### config.mk
export PLATFORM = sky130hd
export DESIGN_NAME = wdc_watchdog_control
export DESIGN_NICKNAME = d
export VERILOG_FILES = /design/src/wdc_pkg.sv /design/src/wdc_watchdog_control.sv
export SDC_FILE = /design/constraint.sdc
export NUM_CORES = 1
export LEC_CHECK = 0
export ABC_AREA = 1
export BUFFER_PORTS_ARGS = -buffer_cell sky130_fd_sc_hd__buf_2
export CAP_MARGIN = 0
export CORE_MARGIN = 2
export CORE_UTILIZATION = 45
export CTS_CLUSTER_DIAMETER = 150
export CTS_CLUSTER_SIZE = 25
export DETAILED_ROUTE_END_ITERATION = 10
export GPL_ROUTABILITY_DRIVEN = 0
export SLEW_MARGIN = 20
export SYNTH_ARGS = -nofsm -noshare
export SYNTH_HDL_FRONTEND = slang
export SYNTH_SLANG_ARGS = --single-unit
### constraint.sdc
create_clock -name clock -period 3.33 [get_ports clock]
set_input_delay 0.333 -clock clock [delete_from_list [all_inputs] [get_ports clock]]
set_output_delay 0.333 -clock clock [all_outputs]
set_load 0.01 [all_outputs]
### src/wdc_pkg.sv
// package for the watchdog control and reset flag register block
package wdc_pkg;

    // ------------------------------------------------------------
    // register map
    // ------------------------------------------------------------
    localparam logic [7:0] WDC_ADDR = 8'hd8;
    localparam logic [7:0] WDC_TA_KEY1 = 8'haa;
    localparam logic [7:0] WDC_TA_KEY2 = 8'h55;

    // ------------------------------------------------------------
    // field positions
    // ------------------------------------------------------------
    localparam int WDC_BIT_BAUD = 7;
    localparam int WDC_BIT_POR = 6;
    localparam int WDC_BIT_PFIE = 5;
    localparam int WDC_BIT_PFF = 4;
    localparam int WDC_BIT_WIF = 3;
    localparam int WDC_BIT_WRF = 2;
    localparam int WDC_BIT_WRE = 1;
    localparam int WDC_BIT_RST = 0;

    // ------------------------------------------------------------
    // reset values and timing
    // ------------------------------------------------------------
    localparam logic WDC_RST_BAUD = 1'b0;
    localparam logic WDC_RST_PFIE = 1'b0;
    localparam logic WDC_RST_WIF = 1'b0;
    localparam logic WDC_RST_WRE = 1'b0;
    localparam logic [9:0] WDC_RESET_DELAY = 10'h0200;
    localparam logic [1:0] WDC_TA_WINDOW = 2'h3;
    localparam logic [25:0] WDC_PERIOD_0 = 26'h000_0000 | 26'h002_0000;
    localparam logic [25:0] WDC_PERIOD_1 = 26'h010_0000;
    localparam logic [25:0] WDC_PERIOD_2 = 26'h080_0000;
    localparam logic [25:0] WDC_PERIOD_3 = 26'h200_0000;

    // ------------------------------------------------------------
    // carriers
    // ------------------------------------------------------------
    typedef struct packed {
        logic wr;
        logic rd;
        logic [7:0] addr;
        logic [7:0] wdata;
    } wdc_sfr_req_t;

    typedef enum logic [1:0] {
        WDC_TA_IDLE = 2'b00,
        WDC_TA_KEY = 2'b01,
        WDC_TA_OPEN = 2'b10
    } wdc_ta_state_t;

endpackage : wdc_pkg

### src/wdc_watchdog_control.sv
// watchdog control register, timed access, watchdog counter and reset flags
module wdc_watchdog_control #(
    parameter logic [25:0] PERIOD_0 = wdc_pkg::WDC_PERIOD_0,
    parameter logic [25:0] PERIOD_1 = wdc_pkg::WDC_PERIOD_1,
    parameter logic [25:0] PERIOD_2 = wdc_pkg::WDC_PERIOD_2,
    parameter logic [25:0] PERIOD_3 = wdc_pkg::WDC_PERIOD_3,
    parameter logic [9:0] RESET_DELAY = wdc_pkg::WDC_RESET_DELAY
) (
    // clock and resets
    input wire logic clock,
    input wire logic rst_n,
    input wire logic clk_en,
    input wire logic por_event,
    // special function register access
    input wire wdc_pkg::wdc_sfr_req_t sfr_req,
    output logic [7:0] sfr_rdata,
    output logic sfr_hit,
    // watchdog configuration from other registers
    input wire logic [1:0] wdog_mode_sel,
    input wire logic wdog_int_en,
    // power fail
    input wire logic power_fail_event,
    input wire logic stop_mode,
    input wire logic bandgap_select,
    // outputs to the core
    output logic baud_double,
    output logic wdog_int_req,
    output logic power_fail_int_req,
    output logic wdog_reset_req
);

    // ------------------------------------------------------------
    // elaboration checks
    // ------------------------------------------------------------
    // a zero period wraps the compare, so that mode would expire only once the counter reaches its largest value
    if (PERIOD_0 == 26'h000_0000) begin : g_bad_period_0
        $error("watchdog period 0 must be nonzero");
    end
    if (PERIOD_1 == 26'h000_0000) begin : g_bad_period_1
        $error("watchdog period 1 must be nonzero");
    end
    if (PERIOD_2 == 26'h000_0000) begin : g_bad_period_2
        $error("watchdog period 2 must be nonzero");
    end
    if (PERIOD_3 == 26'h000_0000) begin : g_bad_period_3
        $error("watchdog period 3 must be nonzero");
    end
    // a zero delay wraps the countdown to its largest value
    if (RESET_DELAY == 10'h0000) begin : g_bad_delay
        $error("watchdog reset delay must be nonzero");
    end

    // ------------------------------------------------------------
    // state
    // ------------------------------------------------------------
    logic baud_q;
    logic por_flag_q;
    logic pf_int_en_q;
    logic pf_flag_q;
    logic wif_q;
    logic wrf_q;
    logic wre_q;
    logic [25:0] cnt_q;
    logic [9:0] rst_cnt_q;
    logic rst_pend_q;
    logic wdog_rst_q;
    wdc_pkg::wdc_ta_state_t ta_q;
    logic [1:0] ta_win_q;
    logic wr_hit;
    logic ta_ok;
    logic timeout;
    logic restart;
    logic [25:0] period;
    logic [7:0] rd_image;

    assign wr_hit = sfr_req.wr && (sfr_req.addr == wdc_pkg::WDC_ADDR);
    assign sfr_hit = (sfr_req.wr || sfr_req.rd) && (sfr_req.addr == wdc_pkg::WDC_ADDR);
    assign ta_ok = (ta_q == wdc_pkg::WDC_TA_OPEN);
    assign restart = wr_hit && ta_ok && sfr_req.wdata[wdc_pkg::WDC_BIT_RST];

    // ------------------------------------------------------------
    // timed access unlock: key1 then key2 then short window
    // ------------------------------------------------------------
    always_ff @(posedge clock) begin
        if (!rst_n) begin
            ta_q <= wdc_pkg::WDC_TA_IDLE;
            ta_win_q <= 2'h0;
        end else if (clk_en) begin
            case (ta_q)
                wdc_pkg::WDC_TA_IDLE: begin
                    if (sfr_req.wr && sfr_req.wdata == wdc_pkg::WDC_TA_KEY1) begin
                        ta_q <= wdc_pkg::WDC_TA_KEY;
                    end
                end
                wdc_pkg::WDC_TA_KEY: begin
                    if (sfr_req.wr && sfr_req.wdata == wdc_pkg::WDC_TA_KEY2) begin
                        ta_q <= wdc_pkg::WDC_TA_OPEN;
                        ta_win_q <= wdc_pkg::WDC_TA_WINDOW;
                    end else if (sfr_req.wr) begin
                        ta_q <= wdc_pkg::WDC_TA_IDLE;
                    end
                end
                wdc_pkg::WDC_TA_OPEN: begin
                    // one protected write per unlock; window closes on time too
                    if (wr_hit || ta_win_q == 2'h0) begin
                        ta_q <= wdc_pkg::WDC_TA_IDLE;
                    end else begin
                        ta_win_q <= ta_win_q - 2'h1;
                    end
                end
                default: begin
                    ta_q <= wdc_pkg::WDC_TA_IDLE;
                end
            endcase
        end
    end

    // ------------------------------------------------------------
    // unprotected bits
    // ------------------------------------------------------------
    always_ff @(posedge clock) begin
        if (!rst_n) begin
            baud_q <= wdc_pkg::WDC_RST_BAUD;
        end else if (clk_en && wr_hit) begin
            baud_q <= sfr_req.wdata[wdc_pkg::WDC_BIT_BAUD];
        end
    end

    always_ff @(posedge clock) begin
        if (!rst_n) begin
            pf_int_en_q <= wdc_pkg::WDC_RST_PFIE;
        end else if (clk_en && wr_hit) begin
            pf_int_en_q <= sfr_req.wdata[wdc_pkg::WDC_BIT_PFIE];
        end
    end

    // power fail flag: hardware set wins over software clear
    always_ff @(posedge clock) begin
        if (por_event) begin
            pf_flag_q <= 1'b0;
        end else if (clk_en) begin
            if (power_fail_event) begin
                pf_flag_q <= 1'b1;
            end else if (wr_hit) begin
                pf_flag_q <= sfr_req.wdata[wdc_pkg::WDC_BIT_PFF];
            end
        end
    end

    // ------------------------------------------------------------
    // power-on flag and reset enable: only power-on resets them
    // ------------------------------------------------------------
    always_ff @(posedge clock) begin
        if (por_event) begin
            por_flag_q <= 1'b1;
        end else if (clk_en && wr_hit && ta_ok) begin
            por_flag_q <= sfr_req.wdata[wdc_pkg::WDC_BIT_POR];
        end
    end

    // warm resets leave the enable alone so a watchdog reset stays armed
    always_ff @(posedge clock) begin
        if (por_event) begin
            wre_q <= wdc_pkg::WDC_RST_WRE;
        end else if (clk_en && wr_hit && ta_ok) begin
            wre_q <= sfr_req.wdata[wdc_pkg::WDC_BIT_WRE];
        end
    end

    // ------------------------------------------------------------
    // watchdog interrupt flag
    // ------------------------------------------------------------
    always_ff @(posedge clock) begin
        if (!rst_n) begin
            wif_q <= wdc_pkg::WDC_RST_WIF;
        end else if (clk_en) begin
            if (timeout) begin
                wif_q <= 1'b1;
            end else if (wr_hit && ta_ok) begin
                wif_q <= sfr_req.wdata[wdc_pkg::WDC_BIT_WIF];
            end
        end
    end

    // ------------------------------------------------------------
    // watchdog reset flag
    // ------------------------------------------------------------
    always_ff @(posedge clock) begin
        if (por_event) begin
            wrf_q <= 1'b0;
        end else if (clk_en) begin
            if (wdog_rst_q && wre_q) begin
                wrf_q <= 1'b1;
            end else if (wr_hit) begin
                wrf_q <= sfr_req.wdata[wdc_pkg::WDC_BIT_WRF];
            end
        end
    end

    // ------------------------------------------------------------
    // watchdog counter, independent of reset enable
    // ------------------------------------------------------------
    always_comb begin
        case (wdog_mode_sel)
            2'b00: period = PERIOD_0;
            2'b01: period = PERIOD_1;
            2'b10: period = PERIOD_2;
            2'b11: period = PERIOD_3;
            default: period = PERIOD_0;
        endcase
    end

    assign timeout = (cnt_q >= period - 26'h000_0001) && !restart;

    always_ff @(posedge clock) begin
        if (!rst_n) begin
            cnt_q <= 26'h000_0000;
        end else if (clk_en) begin
            if (restart || timeout) begin
                cnt_q <= 26'h000_0000;
            end else begin
                cnt_q <= cnt_q + 26'h000_0001;
            end
        end
    end

    // ------------------------------------------------------------
    // delayed reset after time-out
    // ------------------------------------------------------------
    always_ff @(posedge clock) begin
        if (!rst_n) begin
            rst_pend_q <= 1'b0;
            rst_cnt_q <= 10'h0000;
            wdog_rst_q <= 1'b0;
        end else if (clk_en) begin
            wdog_rst_q <= 1'b0;
            if (restart || !wre_q) begin
                rst_pend_q <= 1'b0;
            end else if (timeout && !rst_pend_q) begin
                rst_pend_q <= 1'b1;
                rst_cnt_q <= RESET_DELAY - 10'h0001;
            end else if (rst_pend_q) begin
                if (rst_cnt_q == 10'h0000) begin
                    rst_pend_q <= 1'b0;
                    wdog_rst_q <= 1'b1;
                end else begin
                    rst_cnt_q <= rst_cnt_q - 10'h0001;
                end
            end
        end
    end

    // ------------------------------------------------------------
    // outputs
    // ------------------------------------------------------------
    assign baud_double = baud_q;
    assign wdog_int_req = wif_q && wdog_int_en;
    // stop mode needs the bandgap reference selected as well
    assign power_fail_int_req = pf_flag_q && pf_int_en_q && (!stop_mode || bandgap_select);
    assign wdog_reset_req = wdog_rst_q;

    always_comb begin
        rd_image = 8'h00;
        rd_image[wdc_pkg::WDC_BIT_BAUD] = baud_q;
        rd_image[wdc_pkg::WDC_BIT_POR] = por_flag_q;
        rd_image[wdc_pkg::WDC_BIT_PFIE] = pf_int_en_q;
        rd_image[wdc_pkg::WDC_BIT_PFF] = pf_flag_q;
        rd_image[wdc_pkg::WDC_BIT_WIF] = wif_q;
        rd_image[wdc_pkg::WDC_BIT_WRF] = wrf_q;
        rd_image[wdc_pkg::WDC_BIT_WRE] = wre_q;
        // restart is a strobe with no storage, so it reads zero
        rd_image[wdc_pkg::WDC_BIT_RST] = 1'b0;
    end

    always_ff @(posedge clock) begin
        if (!rst_n) begin
            sfr_rdata <= 8'h00;
        end else if (clk_en) begin
            sfr_rdata <= rd_image;
        end
    end

endmodule : wdc_watchdog_control

==> results of run 1 <==
## routing by layer
layer	track usage	vias to the layer above
met5	0	-
met4	0.0537	0
met3	0.0320	5
met2	0.293	35
met1	0.236	1267
li1	-	1471
## flip-flops by register name, indices dropped and copies added (netlist names)
register	flops
cnt_q	26
rst_cnt_q	10
sfr_rdata	7
ta_q	2
ta_win_q	2
baud_double	1
pf_flag_q	1
pf_int_en_q	1
por_flag_q	1
rst_pend_q	1
wdog_reset_req	1
wif_q	1
wre_q	1
wrf_q	1
## layout make-up
type | count | area (um2)
repair buffers | 40 | 203
multi-input cells | 326 | 1810
inverters | 49 | 189
clock buffers | 6 | 82.6
clock inverters | 2 | 10.0
well taps | 96 | 120
fillers | 694 | 3300
flip-flops and latches | 56 | 1120
## cells by family (layout without fill, tap and decap cells)
kind of cell | after synthesis | count (layout)
compound gates | 54 | 54
xor+xnor | 21 | 21
fa+ha+maj | 12 | 12
buf+inv | 60 | 97
flops | 56 | 56
other cells | 2 | 2
simple gates | 237 | 237
## through the flow
stage	util	setup WS [ps]	power [uW]	cell area, um2
2_1_floorplan	-	1600	772	3190
3_3_place_gp	0.503	1320	809	3440
3_5_place_dp	0.503	1270	811	3440
4_1_cts	0.517	1390	1200	3530
5_1_grt	0.517	1240	1250	3530
6_report	0.517	1420	1180	3530
## where the power goes
part           internal (uW)  total (uW)  switching [uW]  leakage (uW)
clock network            167         388             221     0.0000510
logic                   39.0         105            66.0       0.00102
registers                682         689            6.87      0.000453
## how the worst max path moves through the flow
stage / end / cells after the start / slack (ps) / startpoint
floorplan: rst_cnt_q[7]$_SDFFE_PN0P_ / 12 / 1600 / wdog_mode_sel[1]
global placement: rst_cnt_q[1]$_SDFFE_PN0P_ / 11 / 1320 / wdog_mode_sel[1]
detailed placement: rst_cnt_q[1]$_SDFFE_PN0P_ / 11 / 1270 / wdog_mode_sel[1]
CTS: cnt_q[4]$_SDFFE_PN0P_ / 8 / 1390 / cnt_q[25]$_SDFFE_PN0P_
global route: rst_cnt_q[9]$_SDFFE_PN0P_ / 11 / 1240 / cnt_q[25]$_SDFFE_PN0P_
finish: rst_cnt_q[0]$_SDFFE_PN0P_ / 9 / 1420 / cnt_q[21]$_SDFFE_PN0P_
## cell usage after synthesis, types with 2 or more instances
library cell | number | share of area
nand2_1 | 90 | 0.11
nor2_1 | 76 | 0.090
dfxtp_1 | 56 | 0.35
inv_1 | 40 | 0.047
a21oi_1 | 19 | 0.030
nand3_1 | 18 | 0.028
o21ai_0 | 15 | 0.024
xor2_1 | 13 | 0.036
ha_1 | 12 | 0.047
nor2_2 | 10 | 0.020
nand2_2 | 9 | 0.018
a21oi_2 | 8 | 0.022
inv_2 | 8 | 0.0094
xnor2_1 | 8 | 0.022
nand4_1 | 6 | 0.012
nor3_1 | 6 | 0.0094
clkbuf_1 | 4 | 0.0047
nand2_4 | 4 | 0.014
nor3_2 | 4 | 0.013
buf_2 | 3 | 0.0047
buf_6 | 3 | 0.011
nand3_2 | 3 | 0.0094
nor3b_1 | 3 | 0.0071
o22ai_1 | 3 | 0.0059
a211oi_1 | 2 | 0.0047
conb_1 | 2 | 0.0024
nor2_4 | 2 | 0.0071
nor4_1 | 2 | 0.0039
==> impl_metrics.json, run 1 <==
{
  "io-pin-count": 41,
  "status": "finished, final reports clean",
  "yosysWarnings": 0,
  "clock_path_buffers": 2,
  "cts_sinks": 56,
  "cp_top_family": "compound AO/OA/AOI/OAI gates",
  "cp.buffers_inverters": 1,
  "final_hold_viol_count": 0,
  "fp.dieH_um": 88.2,
  "grt_start_max_net_pins": 24,
  "finalNonFillerCells": 575,
  "cp.arrival_ps": 2120,
  "grt-ovfl-total": 0,
  "leakagePower_uw": 0.00153,
  "synthMuxAreaShare": 0,
  "dieArea_mm2": 0.00777,
  "slowest_stage": "dfxtp_1",
  "holdPathEnd": "pf_flag_q$_SDFFE_PP0P_",
  "holdPathStages": 2,
  "htree_levels": 2,
  "hold_path.class": "in -> reg",
  "synth_seq_cells": 56,
  "reg2reg_slack_ps": 1420,
  "cp.required_ps": 3540,
  "highest_layer": "met4",
  "cts_buffers": 5,
  "synth_xor_area_frac": 0.0577,
  "dr_wl_met3_um": 202,
  "grt_pass1_vias": 2572,
  "drc": 0,
  "path_class": "reg -> reg",
  "netlist_area_mm2": 0.00319,
  "antenna_found_initial": 0,
  "cts_resized": 0,
  "num_rows": 30,
  "place_inst": 567,
  "dr.pass1.iters": 5,
  "wl_met1_um": 3340,
  "relSlewSlack": 0.641,
  "drt-wirelength-per-cell_um": 11.3,
  "syn_nets": 482,
  "antenna_cells": 0,
  "syn_to_final_growth_pct": 10.8,
  "initial_core_util": 0.466,
  "numPortBuffers": 39,
  "met2_length_um": 2850,
  "layout_commonest_cell": "nand2_1",
  "grt_usage": 0.177,
  "crit_fanout": 12,
  "synthCells": 442,
  "synth_edf_count": 0,
  "wl_um": 6470,
  "fin_crit_ps": 1910,
  "drv_slew": 0,
  "peakVddDrop_v": 0.000170,
  "clock_latency_ps": 310,
  "vias": 2778,
  "tightest_slew_ps": 538,
  "hp-start": "por_event",
  "r2r_cells": 9,
  "synth_top_family_by_area": "simple AND/OR/NAND/NOR gates",
  "power.density_mw_per_mm2": 335,
  "slowest_delay_ps": 430,
  "rsz0062_at_grt": "false",
  "start_kind": "flip-flop",
  "setup_viol": 0,
  "skew_ps": 3.81,
  "tns_ps": 0,
  "dr.first_iter.drc_count": 101,
  "die_x_um": 88.2,
  "hold_slack_ps": 225,
  "r2r-end": "rst_cnt_q[0]$_SDFFE_PN0P_",
  "drtAntennaViolNets": 0,
  "synth_adder_area_share": 0.0471,
  "cts_root_buf": "clkbuf_8",
  "cts.reportedPaths.clkPinSlew_ps": 100,
  "layout_common_cells": "nand2_1 (90), nor2_1 (76), dfxtp_1 (56), inv_1 (40), buf_2 (39)",
  "synthSimpleGateAreaFrac": 0.355,
  "syn_area_per_cell_um2": 7.21,
  "clock.fmax_ghz": 0.524,
  "cap_violations": 0,
  "hold_buffers": 0,
  "final_layout_size_suffix_gt1_frac": 0.213,
  "dp_hpwl_um": 4900,
  "placeableCoreArea_mm2": 0.00683,
  "r2r_start": "cnt_q[21]$_SDFFE_PN0P_",
  "fin_crit_sh": 0.573,
  "grt_pass1_wl_um": 11200,
  "yosysSeqAreaShare": 0.352,
  "crit_path_end_kind": "flip-flop",
  "synth_cell_types": 41,
  "vias_per_cell": 4.83,
  "cts_tree": "done",
  "cts_setup_buffers": 0,
  "fin_nets": 518,
  "ys_async_sr_fraction": 0,
  "synth-compound-area-share": 0.104,
  "cp_cell_sequence": "ha_1, a21oi_1, o21ai_2, a21oi_4, nand3_2, nand2_4, clkinv_4, o21ai_0, nor2_1",
  "synthFlopType": "dfxtp_1"
}
(Power assumes the default switching activity.)
==> run 2: changes to the inputs <==
==> constraint.sdc (replaced) <==
create_clock -name clock -period 1.8 [get_ports clock]
set_input_delay 0.18 -clock clock [delete_from_list [all_inputs] [get_ports clock]]
set_output_delay 0.18 -clock clock [all_outputs]
set_load 0.01 [all_outputs]
==> impl_metrics.json, run 2 (synthesis gave the netlist of run 1 again) <==
{
  "cp_top_family": "compound AO/OA/AOI/OAI gates",
  "largest_reg_flops": 26,
  "tightest_slew_ps": 582,
  "cts_buffers": 5,
  "slowest_delay_ps": 350,
  "antenna_cells": 0,
  "cp.arrival_ps": 1910,
  "io-pin-count": 41,
  "drtAntennaViolNets": 0,
  "final_cell_area_mm2": 0.00389,
  "dr.pass1.iters": 4,
  "hold_path.class": "in -> reg",
  "cts_tree": "done",
  "holdPathEnd": "pf_flag_q$_SDFFE_PP0P_",
  "skew_ps": 14.2,
  "drt-wirelength-per-cell_um": 11.7,
  "drv_slew": 0,
  "dr.first_iter.drc_count": 102,
  "rsz0062_at_grt": "true",
  "relSlewSlack": 0.611,
  "status": "finished, final reports clean",
  "regMostFlops": "cnt_q",
  "num_rows": 30,
  "cts_root_buf": "clkbuf_8",
  "largestRegisters": "cnt_q (26), rst_cnt_q (10), sfr_rdata (7)",
  "power.density_mw_per_mm2": 595,
  "regArea_mm2": 0.00113,
  "grt-ovfl-total": 0,
  "initial_core_util": 0.466,
  "cp.required_ps": 1980,
  "wl_um": 6970,
  "dr_wl_met3_um": 272,
  "holdPathStages": 2,
  "leakagePower_uw": 0.00166,
  "nFillCells": 697,
  "final_layout_size_suffix_gt1_frac": 0.300,
  "start_kind": "flip-flop",
  "hp-start": "por_event",
  "grt_start_max_net_pins": 20,
  "highest_layer": "met4",
  "finalNonFillerCells": 596,
  "cts_sinks": 56,
  "place_inst": 582,
  "placeableCoreArea_mm2": 0.00683,
  "grt_usage": 0.178,
  "dieArea_mm2": 0.00777,
  "final_hold_viol_count": 0,
  "r2r-end": "rst_cnt_q[9]$_SDFFE_PN0P_",
  "vias_per_cell": 4.74,
  "r2r_cells": 10,
  "clock_path_buffers": 2,
  "fp.dieH_um": 88.2,
  "cp_cell_sequence": "ha_4, a21oi_2, o21ai_2, buf_4, a21oi_4, nand3_2, nand2_4, clkinv_4, nand3_1, a21oi_1",
  "fin_crit_ps": 1730,
  "grt_pass1_wl_um": 11100,
  "clock_latency_ps": 320,
  "setup_viol": 0,
  "reg2reg_slack_ps": 70,
  "fin_nets": 539,
  "crit_path_end_kind": "flip-flop",
  "slowest_stage": "dfxtp_2",
  "cp.buffers_inverters": 2,
  "numPortBuffers": 39,
  "vias": 2828,
  "cap_violations": 0,
  "dp_hpwl_um": 4970,
  "clock.fmax_ghz": 0.577,
  "drc": 0,
  "met2_length_um": 2990,
  "antenna_found_initial": 0,
  "layout_common_cells": "nand2_1 (87), nor2_1 (73), dfxtp_1 (50), inv_1 (40), buf_2 (39)",
  "path_class": "reg -> reg",
  "cts.reportedPaths.clkPinSlew_ps": 100,
  "r2r_start": "cnt_q[23]$_SDFFE_PN0P_",
  "peakVddDrop_v": 0.000497,
  "place_area_mm2": 0.00355,
  "htree_levels": 2,
  "grt_pass1_vias": 2491,
  "fin_crit_sh": 0.962,
  "crit_fanout": 6,
  "hold_buffers": 0,
  "die_x_um": 88.2,
  "wl_met1_um": 3640,
  "layout_commonest_cell": "nand2_1",
  "syn_to_final_growth_pct": 22.0,
  "multi_input_area_mm2": 0.00197
}
[run 2: changes by cell type in the layout (fill, tap and decap cells not counted), moves of 3 or more]
| cell | change |
|---|---|
| o21ai_0 | -3 |
| a21oi_1 | -3 |
| nor2_1 | -3 |
| dfxtp_2 | +5 |
| ha_1 | -6 |
| nand2_1 | -3 |
| ha_4 | +5 |
| a21oi_2 | +3 |
| buf_4 | +15 |
| dfxtp_1 | -6 |
| o21ai_2 | +4 |
[run 2: worst max path at each step]
stage / start / endpoint / slack [ps] / cells past startpoint
final: cnt_q[23]$_SDFFE_PN0P_ / rst_cnt_q[9]$_SDFFE_PN0P_ / 70 / 10
after global routing: cnt_q[22]$_SDFFE_PN0P_ / rst_cnt_q[3]$_SDFFE_PN0P_ / -20 / 11
after CTS: cnt_q[25]$_SDFFE_PN0P_ / rst_cnt_q[4]$_SDFFE_PN0P_ / 10 / 11
after detailed placement: wdog_mode_sel[1] / cnt_q[13]$_SDFFE_PN0P_ / -130 / 11
after global placement: wdog_mode_sel[1] / rst_cnt_q[1]$_SDFFE_PN0P_ / -50 / 12
after floorplan: cnt_q[25]$_SDFFE_PN0P_ / rst_cnt_q[7]$_SDFFE_PN0P_ / 110 / 11
[run 2: worst register-to-register path: stages (launching register included)]
cell and delay, ps:
dfxtp_2 350, ha_4 240, a21oi_2 130, o21ai_2 60, buf_4 140, a21oi_4 150, nand3_2 110, nand2_4 170
clkinv_4 110, nand3_1 80, a21oi_1 60
[run 2: cell type report]
type                       count  share of cell area
sequential                    56               0.291
timing repair buffer          58              0.0920
clock inverter                 2             0.00901
tap                           96              0.0309
inverter                      49              0.0486
timing repair inverter         1             0.00225
clock buffer                   6              0.0187
multi-input combinational    328               0.508
[run 2: what timing repair did]
item	4_1_cts	5_1_grt
gates resized for setup	9	31
endpoints found under the setup margin	14	24
pin swaps	6	17
setup buffers	3	0
cloned	2	1
[run 2: metrics by stage]
step	total power (uW)	util	TNS, ps	setup slack [ps]	hold WS [ps]
after floorplan	1430	-	0	107	249
after global placement	1500	0.520	-259	-52.5	399
after detailed placement	1500	0.520	-776	-134	407
after CTS	2330	0.549	0	10.4	63.0
after global routing	2420	0.569	-127	-22.4	78.3
final	2310	0.569	0	68.2	67.8
[run 2: routing by layer]
metal / global-route usage / vias up
li1: - / 1525
met1: 0.267 / 1245
met2: 0.267 / 51
met3: 0.0302 / 7
met4: 0.0455 / 0
met5: 0 / -
[run 2: where the power goes]
| group | internal (uW) | switching [uW] | leakage [uW] |
|---|---|---|---|
| clock | 414 | 408 | 0.0000552 |
| sequential | 1260 | 14.3 | 0.000457 |
| combinational | 84.2 | 133 | 0.00115 |
==> run 3: changes to the inputs <==
--- a/config.mk
+++ b/config.mk
@@ -5,15 +5,14 @@
 export SDC_FILE = /design/constraint.sdc
 export NUM_CORES = 1
 export LEC_CHECK = 0
-export ABC_AREA = 1
 export BUFFER_PORTS_ARGS = -buffer_cell sky130_fd_sc_hd__buf_2
 export CAP_MARGIN = 0
-export CORE_MARGIN = 2
 export CORE_UTILIZATION = 45
 export CTS_CLUSTER_DIAMETER = 150
 export CTS_CLUSTER_SIZE = 25
 export DETAILED_ROUTE_END_ITERATION = 10
 export GPL_ROUTABILITY_DRIVEN = 0
+export PLACE_DENSITY = 0.63
 export SLEW_MARGIN = 20
 export SYNTH_ARGS = -nofsm -noshare
 export SYNTH_HDL_FRONTEND = slang
==> impl_metrics.json, run 3 <==
{
  "status": "finished, violations left",
  "violations": "negative setup slack",
  "cp.arrival_ps": 2420,
  "synthFlopType": "dfxtp_1",
  "synth_adder_area_share": 0.0519,
  "hold_path.class": "in -> reg",
  "slowest_stage": "dfxtp_2",
  "cp.required_ps": 2010,
  "num_rows": 28,
  "dieArea_mm2": 0.00675,
  "antenna_cells": 0,
  "yosysWarnings": 0,
  "synth_area_leaders": "dfxtp_1 (39%), nor2_1 (7.0%), ha_1 (5.2%), xor2_1 (4.8%), nand2_1 (3.8%)",
  "fp.dieH_um": 82.2,
  "dr.pass1.iters": 6,
  "synthSimpleGateAreaFrac": 0.273,
  "vias_per_cell": 5.24,
  "yosysMostFrequentCell": "dfxtp_1",
  "synth_top_area_share": 0.388,
  "fin_crit_ps": 2200,
  "drtAntennaViolNets": 0,
  "grt_pass1_wl_um": 11000,
  "initial_core_util": 0.477,
  "clock_path_buffers": 2,
  "worst_slack_ps": -402,
  "synthTopCellsByCount": "dfxtp_1 (56), nor2_1 (54), nand2_1 (29)",
  "synth_xor_area_frac": 0.0757,
  "grt_usage": 0.210,
  "finalPower_uw": 2280,
  "vias": 2781,
  "drv_slew": 0,
  "layout_commonest_cell": "buf_4",
  "synthMuxAreaShare": 0.0312,
  "synthCells": 337,
  "yosysSeqAreaShare": 0.388,
  "clock.fmax_ghz": 0.454,
  "slowest_delay_ps": 350,
  "setup_viol": 38,
  "place_inst": 514,
  "synth_cell_types": 54,
  "power.density_mw_per_mm2": 532,
  "fin_nets": 495,
  "grt_pass1_vias": 2536,
  "finalNonFillerCells": 531,
  "syn_area_per_cell_um2": 8.58,
  "largestRegisters": "cnt_q (26), rst_cnt_q (10), sfr_rdata (7)",
  "fin_crit_sh": 1.22,
  "grt_start_max_net_pins": 26,
  "leakagePower_uw": 0.00176,
  "cts_root_buf": "clkbuf_8",
  "dp_hpwl_um": 4950,
  "htree_levels": 2,
  "layout_common_cells": "buf_4 (74), dfxtp_1 (49), buf_2 (39), nor2_1 (35), nand2_1 (29)",
  "grt-ovfl-total": 0,
  "clock_latency_ps": 320,
  "syn_to_final_growth_pct": 48.2,
  "start_kind": "flip-flop",
  "cp.buffers_inverters": 4,
  "drc": 0,
  "antenna_found_initial": 0,
  "cts_buffers": 5,
  "synth_edf_count": 0,
  "synth_seq_cells": 56,
  "final_cell_area_mm2": 0.00429,
  "ys_async_sr_fraction": 0,
  "cp_cell_sequence": "ha_4, nand4_1, buf_4, nor3_2, buf_4, a211oi_4, buf_12, buf_4, o31a_1, o31a_1",
  "cp_top_family": "compound AO/OA/AOI/OAI gates",
  "netlist.top_cell.by_area": "dfxtp_1",
  "final_hold_viol_count": 0,
  "dr.first_iter.drc_count": 79,
  "numPortBuffers": 39,
  "placeableCoreArea_mm2": 0.00606,
  "wl_um": 7170,
  "place_area_mm2": 0.00377,
  "drt-wirelength-per-cell_um": 13.5,
  "netlist_area_mm2": 0.00289,
  "die_x_um": 82.2,
  "synth-compound-area-share": 0.141,
  "largest_reg_flops": 26,
  "skew_ps": 7.65,
  "crit_top_cell": "buf_4",
  "cts_sinks": 56,
  "cts_tree": "done",
  "cts.reportedPaths.clkPinSlew_ps": 100,
  "crit_path_end_kind": "flip-flop",
  "dpl_worst_slack_ps": -521,
  "io-pin-count": 41,
  "synth_top_family_by_area": "simple AND/OR/NAND/NOR gates",
  "regMostFlops": "cnt_q",
  "rsz0062_at_grt": "true",
  "peakVddDrop_v": 0.000414,
  "final_layout_size_suffix_gt1_frac": 0.412,
  "cap_violations": 0,
  "path_class": "reg -> reg",
  "syn_nets": 377,
  "crit_fanout": 14
}
run 3: changes by cell type after synthesis, moves of 8 or more:
cell,delta
nor2_1,-22
a21oi_2,-8
nand2_2,-9
nand2_1,-61
mux2i_1,+9
inv_2,-8
inv_1,-25
o21ai_0,-13
o31a_1,+11
nand3_1,-9
nor2_2,-10
run 3: worst register-to-register path: cells and delay by family, from the launching register on:
kind,cells,cell delay [ps]
adders and majority gates,1,260
buffers and inverters,4,590
AOI/OAI and AO/OA,3,620
and+or+nand+nor,2,280
DFF,1,350
run 3: power breakdown:
part	internal, uW	switching (uW)
sequential	1250	4.85
combinational	89.0	106
clock	414	418
run 3: cell families (layout without fill, tap and decap cells):
family	count (synthesis)	after routing
XOR/XNOR	25	25
other	2	2
AO/OA/AOI/OAI	53	53
buffers and inverters	26	145
AND/OR/NAND/NOR	154	154
adder cells (fa/ha/maj)	12	12
flip-flops	56	56
multiplexers	9	9
run 3: through the flow:
step,hold WS [ps],utilization,TNS (ps)
6_report,58.2,0.707,-12210
5_1_grt,61.5,0.707,-15630
4_1_cts,56.0,0.655,-12570
3_5_place_dp,403,0.623,-16140
3_3_place_gp,402,0.623,-14900
2_1_floorplan,249,-,-7740
run 3: layout make-up:
cell class / instances / area [um2]
inverter: 16 / 60.1
timing repair buffer: 121 / 886
clock inverter: 2 / 35.0
clock buffer: 6 / 72.6
multi-input combinational: 255 / 2010
sequential: 56 / 1130
fill: 481 / 1770
tap: 75 / 93.8
run 3: repair_timing:
item	in CTS	in global routing
hold buffers	0	0
pin swaps	4	33
endpoints found under the hold margin	0	0
setup buffers	3	3
gates resized for setup	13	57
setup endpoints to repair	39	39
gates cloned	0	3
run 3: per-layer routing:
metal | part of all wire | wire, um | GRT usage | vias to the layer above
met5 | 0 | 0 | 0 | -
met4 | 0.0074 | 53 | 0.0368 | 0
met3 | 0.036 | 260 | 0.0462 | 6
met2 | 0.51 | 3660 | 0.365 | 56
met1 | 0.45 | 3200 | 0.268 | 1304
li1 | - | - | - | 1415
run 3: path summary, 6_finish.rpt:
path / startpoint / depth (start not counted) / to / slack [ps]
min: por_event / 2 / wrf_q$_SDFFE_PP0P_ / 60
min reg2reg: ta_win_q[0]$_SDFFE_PN0P_ / 1 / ta_win_q[0]$_SDFFE_PN0P_ / 470
max reg2reg: cnt_q[23]$_SDFFE_PN0P_ / 10 / rst_cnt_q[8]$_SDFFE_PN0P_ / -400
max: cnt_q[23]$_SDFFE_PN0P_ / 10 / rst_cnt_q[8]$_SDFFE_PN0P_ / -400
